`config.mk`:
```
export PLATFORM = sky130hd
export DESIGN_NAME = counter_array
export DESIGN_NICKNAME = d
export VERILOG_FILES = /design/src/rtl/counter_array_pkg.sv /design/src/rtl/counter_timebase.sv /design/src/rtl/capture_compare_unit.sv /design/src/rtl/counter_array.sv
export SDC_FILE = /design/constraint.sdc
export NUM_CORES = 1
export LEC_CHECK = 0
export BUFFER_PORTS_ARGS = -buffer_cell sky130_fd_sc_hd__buf_2
export CAP_MARGIN = 20
export CORE_MARGIN = 2
export CORE_UTILIZATION = 50
export CTS_BUF_LIST = sky130_fd_sc_hd__clkbuf_4
export DETAILED_ROUTE_END_ITERATION = 6
export PLACE_DENSITY_LB_ADDON = 0.08
export SLEW_MARGIN = 20
export SYNTH_ARGS = -nofsm -noshare
export SYNTH_HDL_FRONTEND = slang
export SYNTH_HIERARCHICAL = 1
export SYNTH_SLANG_ARGS = --single-unit
```
`constraint.sdc`:
```
create_clock -name mclk -period 2.4 [get_ports mclk]
set_input_delay 0.72 -clock mclk [delete_from_list [all_inputs] [get_ports mclk]]
set_output_delay 0.72 -clock mclk [all_outputs]
set_load 0.01 [all_outputs]
```
`src/rtl/counter_array_pkg.sv`:
```
package counter_array_pkg;
  // register addresses on the special function register bus
  localparam logic [7:0] ADDR_CTL    = 8'hD8;
  localparam logic [7:0] ADDR_MD     = 8'hD9;
  localparam logic [7:0] ADDR_CNT_LO = 8'hF9;
  localparam logic [7:0] ADDR_CNT_HI = 8'hFA;
  localparam logic [7:0] ADDR_MODE [3] = '{8'hDA, 8'hDB, 8'hDC};
  localparam logic [7:0] ADDR_CPL  [3] = '{8'hFB, 8'hE9, 8'hEB};
  localparam logic [7:0] ADDR_CPH  [3] = '{8'hFC, 8'hE9, 8'hEC};
  // array_control fields
  localparam int CTL_CF = 7;
  localparam int CTL_CR = 6;
  // array_mode fields
  localparam int MD_IDLE   = 7;
  localparam int MD_WATCHDOG_ENABLE   = 6;
  localparam int MD_LOCK   = 5;
  localparam int MD_UNUSED = 4;
  localparam int MD_TB_LSB = 1;
  localparam int MD_ECF    = 0;
  // module_mode fields
  localparam int M_PWM16 = 7;
  localparam int M_ECOM  = 6;
  localparam int M_CAPP  = 5;
  localparam int M_CAPN  = 4;
  localparam int M_MAT   = 3;
  localparam int M_TOG   = 2;
  localparam int M_PWM   = 1;
  localparam int M_ECCF  = 0;
  // reset values
  localparam logic [7:0] RST_CTL  = 8'h00;
  localparam logic [7:0] RST_MD   = 8'h40;
  localparam logic [7:0] RST_BYTE = 8'h00;
  // timebase
  typedef enum logic [2:0] {
    TB_DIV12 = 3'h0,
    TB_DIV4  = 3'h1,
    TB_T0    = 3'h2,
    TB_ECI   = 3'h3,
    TB_SYS   = 3'h4,
    TB_EXT8  = 3'h5
  } timebase_e;
  localparam logic [3:0] PRE_LAST     = 4'hB;
  localparam logic [1:0] DIV4_LAST    = 2'h3;
  localparam logic [2:0] EXT_DIV_LAST = 3'h7;
endpackage

```
`src/rtl/counter_timebase.sv`:
```
`timescale 1ns/1ps
module counter_timebase
  import counter_array_pkg::*;
(
  // clock and reset
  input  wire logic       mclk,
  input  wire logic       rst_n,
  // source selection
  input  wire logic [2:0] sel,
  input  wire logic       timer0_ovf,
  input  wire logic       eci_pin,
  input  wire logic       ext_clk_pin,
  // one pulse per counter step
  output logic            tick_q
);
  logic [3:0] pre_q, pre_d;
  logic [2:0] eci_q, eci_d;
  logic [2:0] ext_q, ext_d;
  logic [2:0] div_q, div_d;
  logic       tick_d;
  logic       ext_rise;

  always_comb
  begin
    pre_d    = (pre_q == PRE_LAST) ? 4'h0 : 4'(pre_q + 4'h1);
    eci_d    = {eci_q[1:0], eci_pin};
    ext_d    = {ext_q[1:0], ext_clk_pin};
    // the divided clock is counted from synchronised edges only
    ext_rise = ext_q[1] & ~ext_q[2];
    div_d    = 3'(div_q + {2'h0, ext_rise});
    case (sel)
      TB_DIV12: tick_d = (pre_q == PRE_LAST);
      TB_DIV4:  tick_d = (pre_q[1:0] == DIV4_LAST);
      TB_T0:    tick_d = timer0_ovf;
      TB_ECI:   tick_d = eci_q[2] & ~eci_q[1];
      TB_SYS:   tick_d = 1'b1;
      TB_EXT8:  tick_d = ext_rise && (div_q == EXT_DIV_LAST);
      default:  tick_d = 1'b0;
    endcase
  end

  always_ff @(posedge mclk)
  begin
    if (!rst_n)
    begin
      pre_q  <= 4'h0;
      eci_q  <= 3'h0;
      ext_q  <= 3'h0;
      div_q  <= 3'h0;
      tick_q <= 1'b0;
    end
    else
    begin
      pre_q  <= pre_d;
      eci_q  <= eci_d;
      ext_q  <= ext_d;
      div_q  <= div_d;
      tick_q <= tick_d;
    end
  end
endmodule

```
`src/rtl/capture_compare_unit.sv`:
```
`timescale 1ns/1ps
module capture_compare_unit
  import counter_array_pkg::*;
(
  // clock and reset
  input  wire logic        mclk,
  input  wire logic        rst_n,
  // counter state, events of the previous step
  input  wire logic [15:0] cnt,
  input  wire logic        moved,
  input  wire logic        lo_wrap,
  input  wire logic        wrap,
  // configuration
  input  wire logic [7:0]  mode,
  input  wire logic [15:0] cmp,
  // pin
  input  wire logic        pin_in,
  output logic             cex_q,
  // events
  output logic             match_q,
  output logic             capt_q
);
  logic [2:0] pin_q, pin_d;
  logic       cex_d, match_d, capt_d;
  logic       short_cmp;

  always_comb
  begin
    pin_d = {pin_q[1:0], pin_in};
    // 8-bit pwm and frequency output look at the low byte only
    short_cmp = mode[M_PWM] & (~mode[M_PWM16] | mode[M_TOG]);
    match_d = mode[M_ECOM] & moved & (short_cmp ?
              (cnt[7:0] == cmp[7:0]) : (cnt == cmp));
    capt_d = (mode[M_CAPP] & pin_q[1] & ~pin_q[2]) |
             (mode[M_CAPN] & ~pin_q[1] & pin_q[2]);
    cex_d = cex_q;
    if (mode[M_TOG])
    begin
      if (match_d)
        cex_d = ~cex_q;
    end
    else if (mode[M_PWM])
    begin
      if (!mode[M_ECOM])
        cex_d = 1'b0;
      else if (match_d)
        cex_d = 1'b1;
      else if (mode[M_PWM16] ? wrap : lo_wrap)
        cex_d = 1'b0;
    end
  end

  always_ff @(posedge mclk)
  begin
    if (!rst_n)
    begin
      pin_q   <= 3'h0;
      cex_q   <= 1'b0;
      match_q <= 1'b0;
      capt_q  <= 1'b0;
    end
    else
    begin
      pin_q   <= pin_d;
      cex_q   <= cex_d;
      match_q <= match_d;
      capt_q  <= capt_d;
    end
  end
endmodule

```
`src/rtl/counter_array.sv`:
```
`timescale 1ns/1ps
// Contract
// - overflow flag sets on FFFF to 0000 wrap
// - flags stay set until software clears
// - overflow flag raises interrupt when enabled
// - counter steps only while run bit or watchdog enable set
// - match or capture sets module flag
// - module flag raises interrupt when enabled
// - idle suspend stops array during idle
// - watchdog enable turns module 2 watchdog
// - lock keeps watchdog enabled until reset
// - watchdog enable blocks mode register writes, except to the enable and lock bits
// - three-bit field selects counter timebase
// - external input counts falling edges, slowly
// - divided external clock synchronised first
// - unused mode bit reads zero
// - wide pwm select picks 8 or 16
// - comparator enable gates comparison
// - capture on chosen pin edges
// - match with match enable sets flag
// - match with toggle inverts output pin
// - toggle plus pwm gives frequency output
// - pwm enable drives duty-set waveform
// - byte registers reset to zero, except array mode to 40
// - low write clears, high sets comparator
// - watchdog reset on low wrap match
// - watchdog high write reloads counter plus offset
// - watchdog forces run, blocks counter writes
module counter_array
  import counter_array_pkg::*;
(
  // clock and reset
  input  wire logic       mclk,
  input  wire logic       rst_n,
  // special function register bus
  input  wire logic [7:0] sfr_addr,
  input  wire logic       sfr_wr,
  input  wire logic [7:0] sfr_wdata,
  output logic      [7:0] sfr_rdata_q,
  // core status and timebase sources
  input  wire logic       idle_mode,
  input  wire logic       timer0_ovf,
  input  wire logic       eci_pin,
  input  wire logic       ext_clk_pin,
  // module pins
  input  wire logic [2:0] cex_in,
  output logic      [2:0] module_output_pin,
  // requests to the core
  output logic            irq_q,
  output logic            wdt_reset_q
);
  logic        cf_q, cf_d, run_q, run_d;
  logic [2:0]  ccf_q, ccf_d;
  logic        idle_q, idle_d, watchdog_enable_q, watchdog_enable_d, lock_q, lock_d;
  logic [2:0]  tb_q, tb_d;
  logic        ecf_q, ecf_d;
  logic [15:0] cnt_q, cnt_d;
  logic [7:0]  mode_q [3];
  logic [7:0]  mode_d [3];
  logic [7:0]  cpl_q [3];
  logic [7:0]  cpl_d [3];
  logic [7:0]  cph_q [3];
  logic [7:0]  cph_d [3];
  logic        moved_q, moved_d, lo_wrap_q, lo_wrap_d;
  logic        wrap_q, wrap_d;
  logic        irq_d, wdt_reset_d;
  logic [7:0]  rdata_d;
  logic        tick, active, adv;
  logic [2:0]  match, capt;
  logic [7:0]  eff_mode [3];
  logic        ctl_wr, md_wr, cnt_wr;

  assign ctl_wr = sfr_wr && (sfr_addr == ADDR_CTL);
  assign md_wr  = sfr_wr && (sfr_addr == ADDR_MD);
  // counter writes are refused while the watchdog runs
  assign cnt_wr = sfr_wr && !watchdog_enable_q &&
                  (sfr_addr == ADDR_CNT_LO || sfr_addr == ADDR_CNT_HI);
  // the watchdog forces the counter on; idle suspend still applies
  assign active = (run_q | watchdog_enable_q) & ~(idle_q & idle_mode);
  assign adv    = active & tick;

  counter_timebase u_timebase (
    .mclk        (mclk),
    .rst_n       (rst_n),
    .sel         (tb_q),
    .timer0_ovf  (timer0_ovf),
    .eci_pin     (eci_pin),
    .ext_clk_pin (ext_clk_pin),
    .tick_q      (tick)
  );

  genvar g;
  generate
    for (g = 0; g < 3; g++)
    begin : g_mod
      // under the watchdog module 2 does no capture, compare or pwm
      assign eff_mode[g] = (g == 2 && watchdog_enable_q) ? 8'h00 : mode_q[g];
      capture_compare_unit u_ccu (
        .mclk    (mclk),
        .rst_n   (rst_n),
        .cnt     (cnt_q),
        .moved   (moved_q),
        .lo_wrap (lo_wrap_q),
        .wrap    (wrap_q),
        .mode    (eff_mode[g]),
        .cmp     ({cph_q[g], cpl_q[g]}),
        .pin_in  (cex_in[g]),
        .cex_q   (module_output_pin[g]),
        .match_q (match[g]),
        .capt_q  (capt[g])
      );
    end
  endgenerate

  always_comb
  begin
    cf_d   = cf_q;
    run_d  = run_q;
    ccf_d  = ccf_q;
    idle_d = idle_q;
    watchdog_enable_d = watchdog_enable_q;
    lock_d = lock_q;
    tb_d   = tb_q;
    ecf_d  = ecf_q;
    cnt_d  = cnt_q;
    mode_d = mode_q;
    cpl_d  = cpl_q;
    cph_d  = cph_q;
    wdt_reset_d = 1'b0;
    if (ctl_wr)
    begin
      cf_d  = sfr_wdata[CTL_CF];
      run_d = sfr_wdata[CTL_CR];
      ccf_d = sfr_wdata[2:0];
      // writing one to module 2 flag under the watchdog forces reset
      wdt_reset_d = watchdog_enable_q & sfr_wdata[2];
    end
    if (md_wr)
    begin
      if (!watchdog_enable_q)
      begin
        idle_d = sfr_wdata[MD_IDLE];
        tb_d   = sfr_wdata[MD_TB_LSB+:3];
        ecf_d  = sfr_wdata[MD_ECF];
      end
      // only the enable and lock bits move while the watchdog runs
      if (!lock_q)
        watchdog_enable_d = sfr_wdata[MD_WATCHDOG_ENABLE] | sfr_wdata[MD_LOCK];
      lock_d = lock_q | sfr_wdata[MD_LOCK];
    end
    if (adv)
      cnt_d = 16'(cnt_q + 16'h0001);
    if (cnt_wr && sfr_addr == ADDR_CNT_LO)
      cnt_d[7:0] = sfr_wdata;
    if (cnt_wr && sfr_addr == ADDR_CNT_HI)
      cnt_d[15:8] = sfr_wdata;
    for (int i = 0; i < 3; i++)
    begin
      if (sfr_wr && sfr_addr == ADDR_MODE[i] && !(i == 2 && watchdog_enable_q))
        mode_d[i] = sfr_wdata;
      if (sfr_wr && sfr_addr == ADDR_CPL[i])
      begin
        cpl_d[i] = sfr_wdata;
        if (!(i == 2 && watchdog_enable_q))
          mode_d[i][M_ECOM] = 1'b0;
      end
      // where both bytes share an address the low byte wins
      else if (sfr_wr && sfr_addr == ADDR_CPH[i])
      begin
        if (i == 2 && watchdog_enable_q)
          cph_d[i] = 8'(cnt_q[15:8] + cpl_q[i]);
        else
        begin
          cph_d[i] = sfr_wdata;
          mode_d[i][M_ECOM] = 1'b1;
        end
      end
      // 8-bit pwm reloads the low byte from the high byte
      if (mode_q[i][M_PWM] && !mode_q[i][M_PWM16] && !mode_q[i][M_TOG]
          && adv && cnt_q[7:0] == 8'hFF && !(i == 2 && watchdog_enable_q))
        cpl_d[i] = cph_q[i];
      // frequency output steps its next edge by the high byte
      if (match[i] && mode_q[i][M_PWM] && mode_q[i][M_TOG])
        cpl_d[i] = 8'(cpl_q[i] + cph_q[i]);
      if (capt[i])
      begin
        cpl_d[i] = cnt_q[7:0];
        cph_d[i] = cnt_q[15:8];
      end
      // hardware sets win over a software clear in the same cycle
      if (capt[i] || (match[i] && eff_mode[i][M_MAT]))
        ccf_d[i] = 1'b1;
    end
    if (adv && cnt_q == 16'hFFFF)
      cf_d = 1'b1;
    if (watchdog_enable_q && adv && cnt_q[7:0] == 8'hFF && cph_q[2] == cnt_q[15:8])
      wdt_reset_d = 1'b1;
    moved_d   = adv;
    lo_wrap_d = adv && cnt_q[7:0] == 8'hFF;
    wrap_d    = adv && cnt_q == 16'hFFFF;
    irq_d = (cf_q & ecf_q) |
            |(ccf_q & {mode_q[2][M_ECCF], mode_q[1][M_ECCF],
                       mode_q[0][M_ECCF]});
    rdata_d = 8'h00;
    if (sfr_addr == ADDR_CTL)
      rdata_d = {cf_q, run_q, 3'h0, ccf_q};
    if (sfr_addr == ADDR_MD)
      rdata_d = {idle_q, watchdog_enable_q, lock_q, 1'b0, tb_q, ecf_q};
    if (sfr_addr == ADDR_CNT_LO)
      rdata_d = cnt_q[7:0];
    if (sfr_addr == ADDR_CNT_HI)
      rdata_d = cnt_q[15:8];
    for (int i = 0; i < 3; i++)
    begin
      if (sfr_addr == ADDR_MODE[i])
        rdata_d = mode_q[i];
      if (sfr_addr == ADDR_CPH[i])
        rdata_d = cph_q[i];
      if (sfr_addr == ADDR_CPL[i])
        rdata_d = cpl_q[i];
    end
  end

  always_ff @(posedge mclk)
  begin
    if (!rst_n)
    begin
      {cf_q, run_q, ccf_q} <= {RST_CTL[7:6], RST_CTL[2:0]};
      idle_q      <= RST_MD[MD_IDLE];
      watchdog_enable_q      <= RST_MD[MD_WATCHDOG_ENABLE];
      lock_q      <= RST_MD[MD_LOCK];
      tb_q        <= RST_MD[MD_TB_LSB+:3];
      ecf_q       <= RST_MD[MD_ECF];
      cnt_q       <= {RST_BYTE, RST_BYTE};
      for (int i = 0; i < 3; i++)
      begin
        mode_q[i] <= RST_BYTE;
        cpl_q[i]  <= RST_BYTE;
        cph_q[i]  <= RST_BYTE;
      end
      moved_q     <= 1'b0;
      lo_wrap_q   <= 1'b0;
      wrap_q      <= 1'b0;
      irq_q       <= 1'b0;
      wdt_reset_q <= 1'b0;
      sfr_rdata_q <= 8'h00;
    end
    else
    begin
      cf_q        <= cf_d;
      run_q       <= run_d;
      ccf_q       <= ccf_d;
      idle_q      <= idle_d;
      watchdog_enable_q      <= watchdog_enable_d;
      lock_q      <= lock_d;
      tb_q        <= tb_d;
      ecf_q       <= ecf_d;
      cnt_q       <= cnt_d;
      mode_q      <= mode_d;
      cpl_q       <= cpl_d;
      cph_q       <= cph_d;
      moved_q     <= moved_d;
      lo_wrap_q   <= lo_wrap_d;
      wrap_q      <= wrap_d;
      irq_q       <= irq_d;
      wdt_reset_q <= wdt_reset_d;
      sfr_rdata_q <= rdata_d;
    end
  end

  ovf_flag_set_a: assert property (
    @(posedge mclk) disable iff (!rst_n)
    adv && cnt_q == 16'hFFFF |=> cf_q && cnt_q == 16'h0000)
    else $error("overflow flag not set on wrap");

  flag_hold_a: assert property (
    @(posedge mclk) disable iff (!rst_n)
    cf_q && !ctl_wr |=> cf_q)
    else $error("overflow flag cleared without a write");

  irq_overflow_a: assert property (
    @(posedge mclk) disable iff (!rst_n)
    cf_q && ecf_q ##1 cf_q |-> irq_q)
    else $error("enabled overflow did not raise interrupt");

  run_hold_a: assert property (
    @(posedge mclk) disable iff (!rst_n)
    !run_q && !watchdog_enable_q && !cnt_wr |=> $stable(cnt_q))
    else $error("counter moved while stopped");

  idle_hold_a: assert property (
    @(posedge mclk) disable iff (!rst_n)
    idle_q && idle_mode && !cnt_wr |=> cnt_q == $past(cnt_q))
    else $error("counter moved in suspended idle");

  lock_keep_a: assert property (
    @(posedge mclk) disable iff (!rst_n)
    lock_q |=> lock_q && watchdog_enable_q)
    else $error("locked watchdog was disabled");

  mode_frozen_a: assert property (
    @(posedge mclk) disable iff (!rst_n)
    watchdog_enable_q && md_wr |=> $stable({idle_q, tb_q, ecf_q}))
    else $error("mode register changed under watchdog");

  unused_bit_a: assert property (
    @(posedge mclk) disable iff (!rst_n)
    sfr_addr == ADDR_MD |=> !sfr_rdata_q[MD_UNUSED])
    else $error("unused mode bit read as one");

  low_write_a: assert property (
    @(posedge mclk) disable iff (!rst_n)
    sfr_wr && sfr_addr == ADDR_CPL[0] |=> !mode_q[0][M_ECOM])
    else $error("low byte write left comparator on");

  wdt_fire_a: assert property (
    @(posedge mclk) disable iff (!rst_n)
    watchdog_enable_q && adv && cnt_q[7:0] == 8'hFF && cph_q[2] == cnt_q[15:8]
    |=> wdt_reset_q)
    else $error("watchdog match did not reset");
endmodule

```
==> results.cfg <==
[run_status]
status = finished clean

[clocking]
htree_num_levels = 4
insertion_delay_ns = 0.56
cts_buffer_depth = 2
cts_sinks = 145
cts.root.buffer_cell = clkbuf_4
path_clk_slew_ns = 0.14
cts_tree = yes
cts_hold_buf = 0
cts_buffers = 17

[setup_path]
critPathTopFamily = simple AND/OR/NAND/NOR gates
crit_type = reg -> reg
critical_path_arrival_ns = 2.83
start_kind = register
slowest_stage = or4b_2
cp_max_fo = 7
worstPathCellList = buf_4, nor2b_1, or4b_2, a32o_1, a32o_1
cp_common_cell = a32o_1
r2r_start = watchdog_enable_q
crit_required_ns = 2.87
cp_num_buf_inv = 1
startpoint = watchdog_enable_q
crit_path_end_kind = register
critPathMaxStageDelay_ns = 0.78

[power_and_ir_drop]
p_leak_nw = 4.295
cellPowerDensity_nw_per_um2 = 415.4
vdd.ir_drop.worst_mv = 0.3345

[detailed_routing]
drtAntennaViolNets = 0
wire_per_inst_um = 22.85
routed_wl_um = 34480
drt_iter0_drc = 1234
dr.pass1.iters = 6
drc = 0
avgViaCountPerCell = 6.256
via_count = 9441

[floorplan]
rows = 50
die_w_um = 141.9
core_area_um2 = 18710
initial_core_util_pct = 50.83
die_area_um2 = 20130
die_h_um = 141.9
ioPinCount = 39

[hold_path]
worstHoldStart = cex_in[0]
min_path_type = in -> reg

[synth]
synthCells = 1146
synth_area_um2 = 9508
syn_avg_cell_area_um2 = 8.297
synth_warnings = 6
synth.net_count = 1208

[timing]
finalClockSkew_ns = 0.01786
fin_crit_ns = 2.361
slew-limit-headroom_pct = 62.44
fin_crit_sh_pct = 98.38
hold_violations = 0
worst_pin_slew_ns = 0.5622
rsz0062_at_grt = no
fmax_mhz = 423.5
worst_hold_slack_ns = 0.3538
finalSetupViolCount = 0
finalMaxSlewViolations = 0

[global_route]
antenna_found_initial = 1
grt_pass1_vias = 8599
grt_use_total_pct = 34.64
grt_first_pass_wirelength_um = 52090
grt-ovfl-total = 0
grt_start_max_net_pins = 38

[layout]
fin_area_um2 = 11030
layout_commonest_cell = dfxtp_1
instances_no_fill = 1509
areaGrowthSynthToFinish_pct = 16.02
drive_gt1_share_pct = 19.47
nets = 1323
most-common-layout-cells = dfxtp_1, buf_4, nand2_1, nor2_1, a21oi_1

[placement]
routabilityCongestion = 1.010
dp_hpwl_um = 25340
io_buffer_count = 38
place_inst = 1472
dpl-instance-area_um2 = 10630

[run]
maxCapViolCount = 0
[sequential cells by signal, summed over array words and instances, names as in the netlist, 3 cells and up]
| signal | cells |
|---|---|
| cph_q | 24 |
| cpl_q | 24 |
| cnt_q | 16 |
| eff_mode | 16 |
| g_mod.u_ccu/pin_q | 9 |
| mode_q | 8 |
| sfr_rdata_q | 8 |
| u_timebase/pre_q | 4 |
| ccf_q | 3 |
| g_mod.u_ccu/capt_q | 3 |
| g_mod.u_ccu/cex_q | 3 |
| g_mod.u_ccu/match_q | 3 |
| tb_q | 3 |
| u_timebase/div_q | 3 |
| u_timebase/eci_q | 3 |
| u_timebase/ext_q | 3 |
[path summary, 6_finish.rpt]
path | to | slack, ns | depth (start not counted)
worst max register to register | cpl_q[6] | 0.04 | 5
worst max-delay path | cpl_q[6] | 0.04 | 5
worst min-delay path | g_mod[0].u_ccu/pin_q[0] | 0.35 | 2
worst min register to register | u_timebase/ext_q[1] | 0.45 | 1
[layer usage]
metal / global-route usage, % / vias to the layer above / share of wire [%]
met3: 6.041 / 83 / 9.4
met5: 0 / - / 0
met1: 49.68 / 4441 / 44
met2: 52.02 / 491 / 43
li1: - / 4426 / -
met4: 13.05 / 0 / 3.7
[per-stage QoR]
step | setup TNS (ns) | power (mW) | util (%) | worst slack [ns]
final | 0 | 4.583 | 58.97 | 0.03895
after global routing | 0 | 4.745 | 58.97 | 0.008700
after CTS | 0 | 4.613 | 58.60 | 0.08825
after detailed placement | -1.145 | 2.808 | 56.85 | -0.1560
after global placement | -0.8234 | 2.807 | 56.85 | -0.1361
after floorplan | -0.01083 | 2.656 | - | -0.01083
[power breakdown]
| group | leakage (nW) | internal (mW) | switching [mW] | total (mW) |
|---|---|---|---|---|
| combinational | 2.95 | 0.122 | 0.204 | 0.326 |
| clock | 0.173 | 0.853 | 0.967 | 1.82 |
| sequential | 1.17 | 2.42 | 0.0115 | 2.44 |
| total | 4.29 | 3.40 | 1.18 | 4.58 |
[final cells by class]
| class | instances | area (um2) |
|---|---|---|
| Antenna cell | 1 | 2.502 |
| Clock buffer | 19 | 142.6 |
| Clock inverter | 13 | 185.2 |
| Fill cell | 1789 | 7675 |
| Inverter | 29 | 108.9 |
| Multi-Input combinational cell | 895 | 6140 |
| Sequential cell | 145 | 2905 |
| Tap cell | 234 | 292.8 |
| Timing Repair Buffer | 173 | 1254 |
[what timing repair did]
item                                    in CTS  in global routing
endpoints found under the setup margin       0                  7
gates resized for setup                      0                  8
buffers inserted                             0                  3
Note: power is estimated with default switching activity, not from simulation.
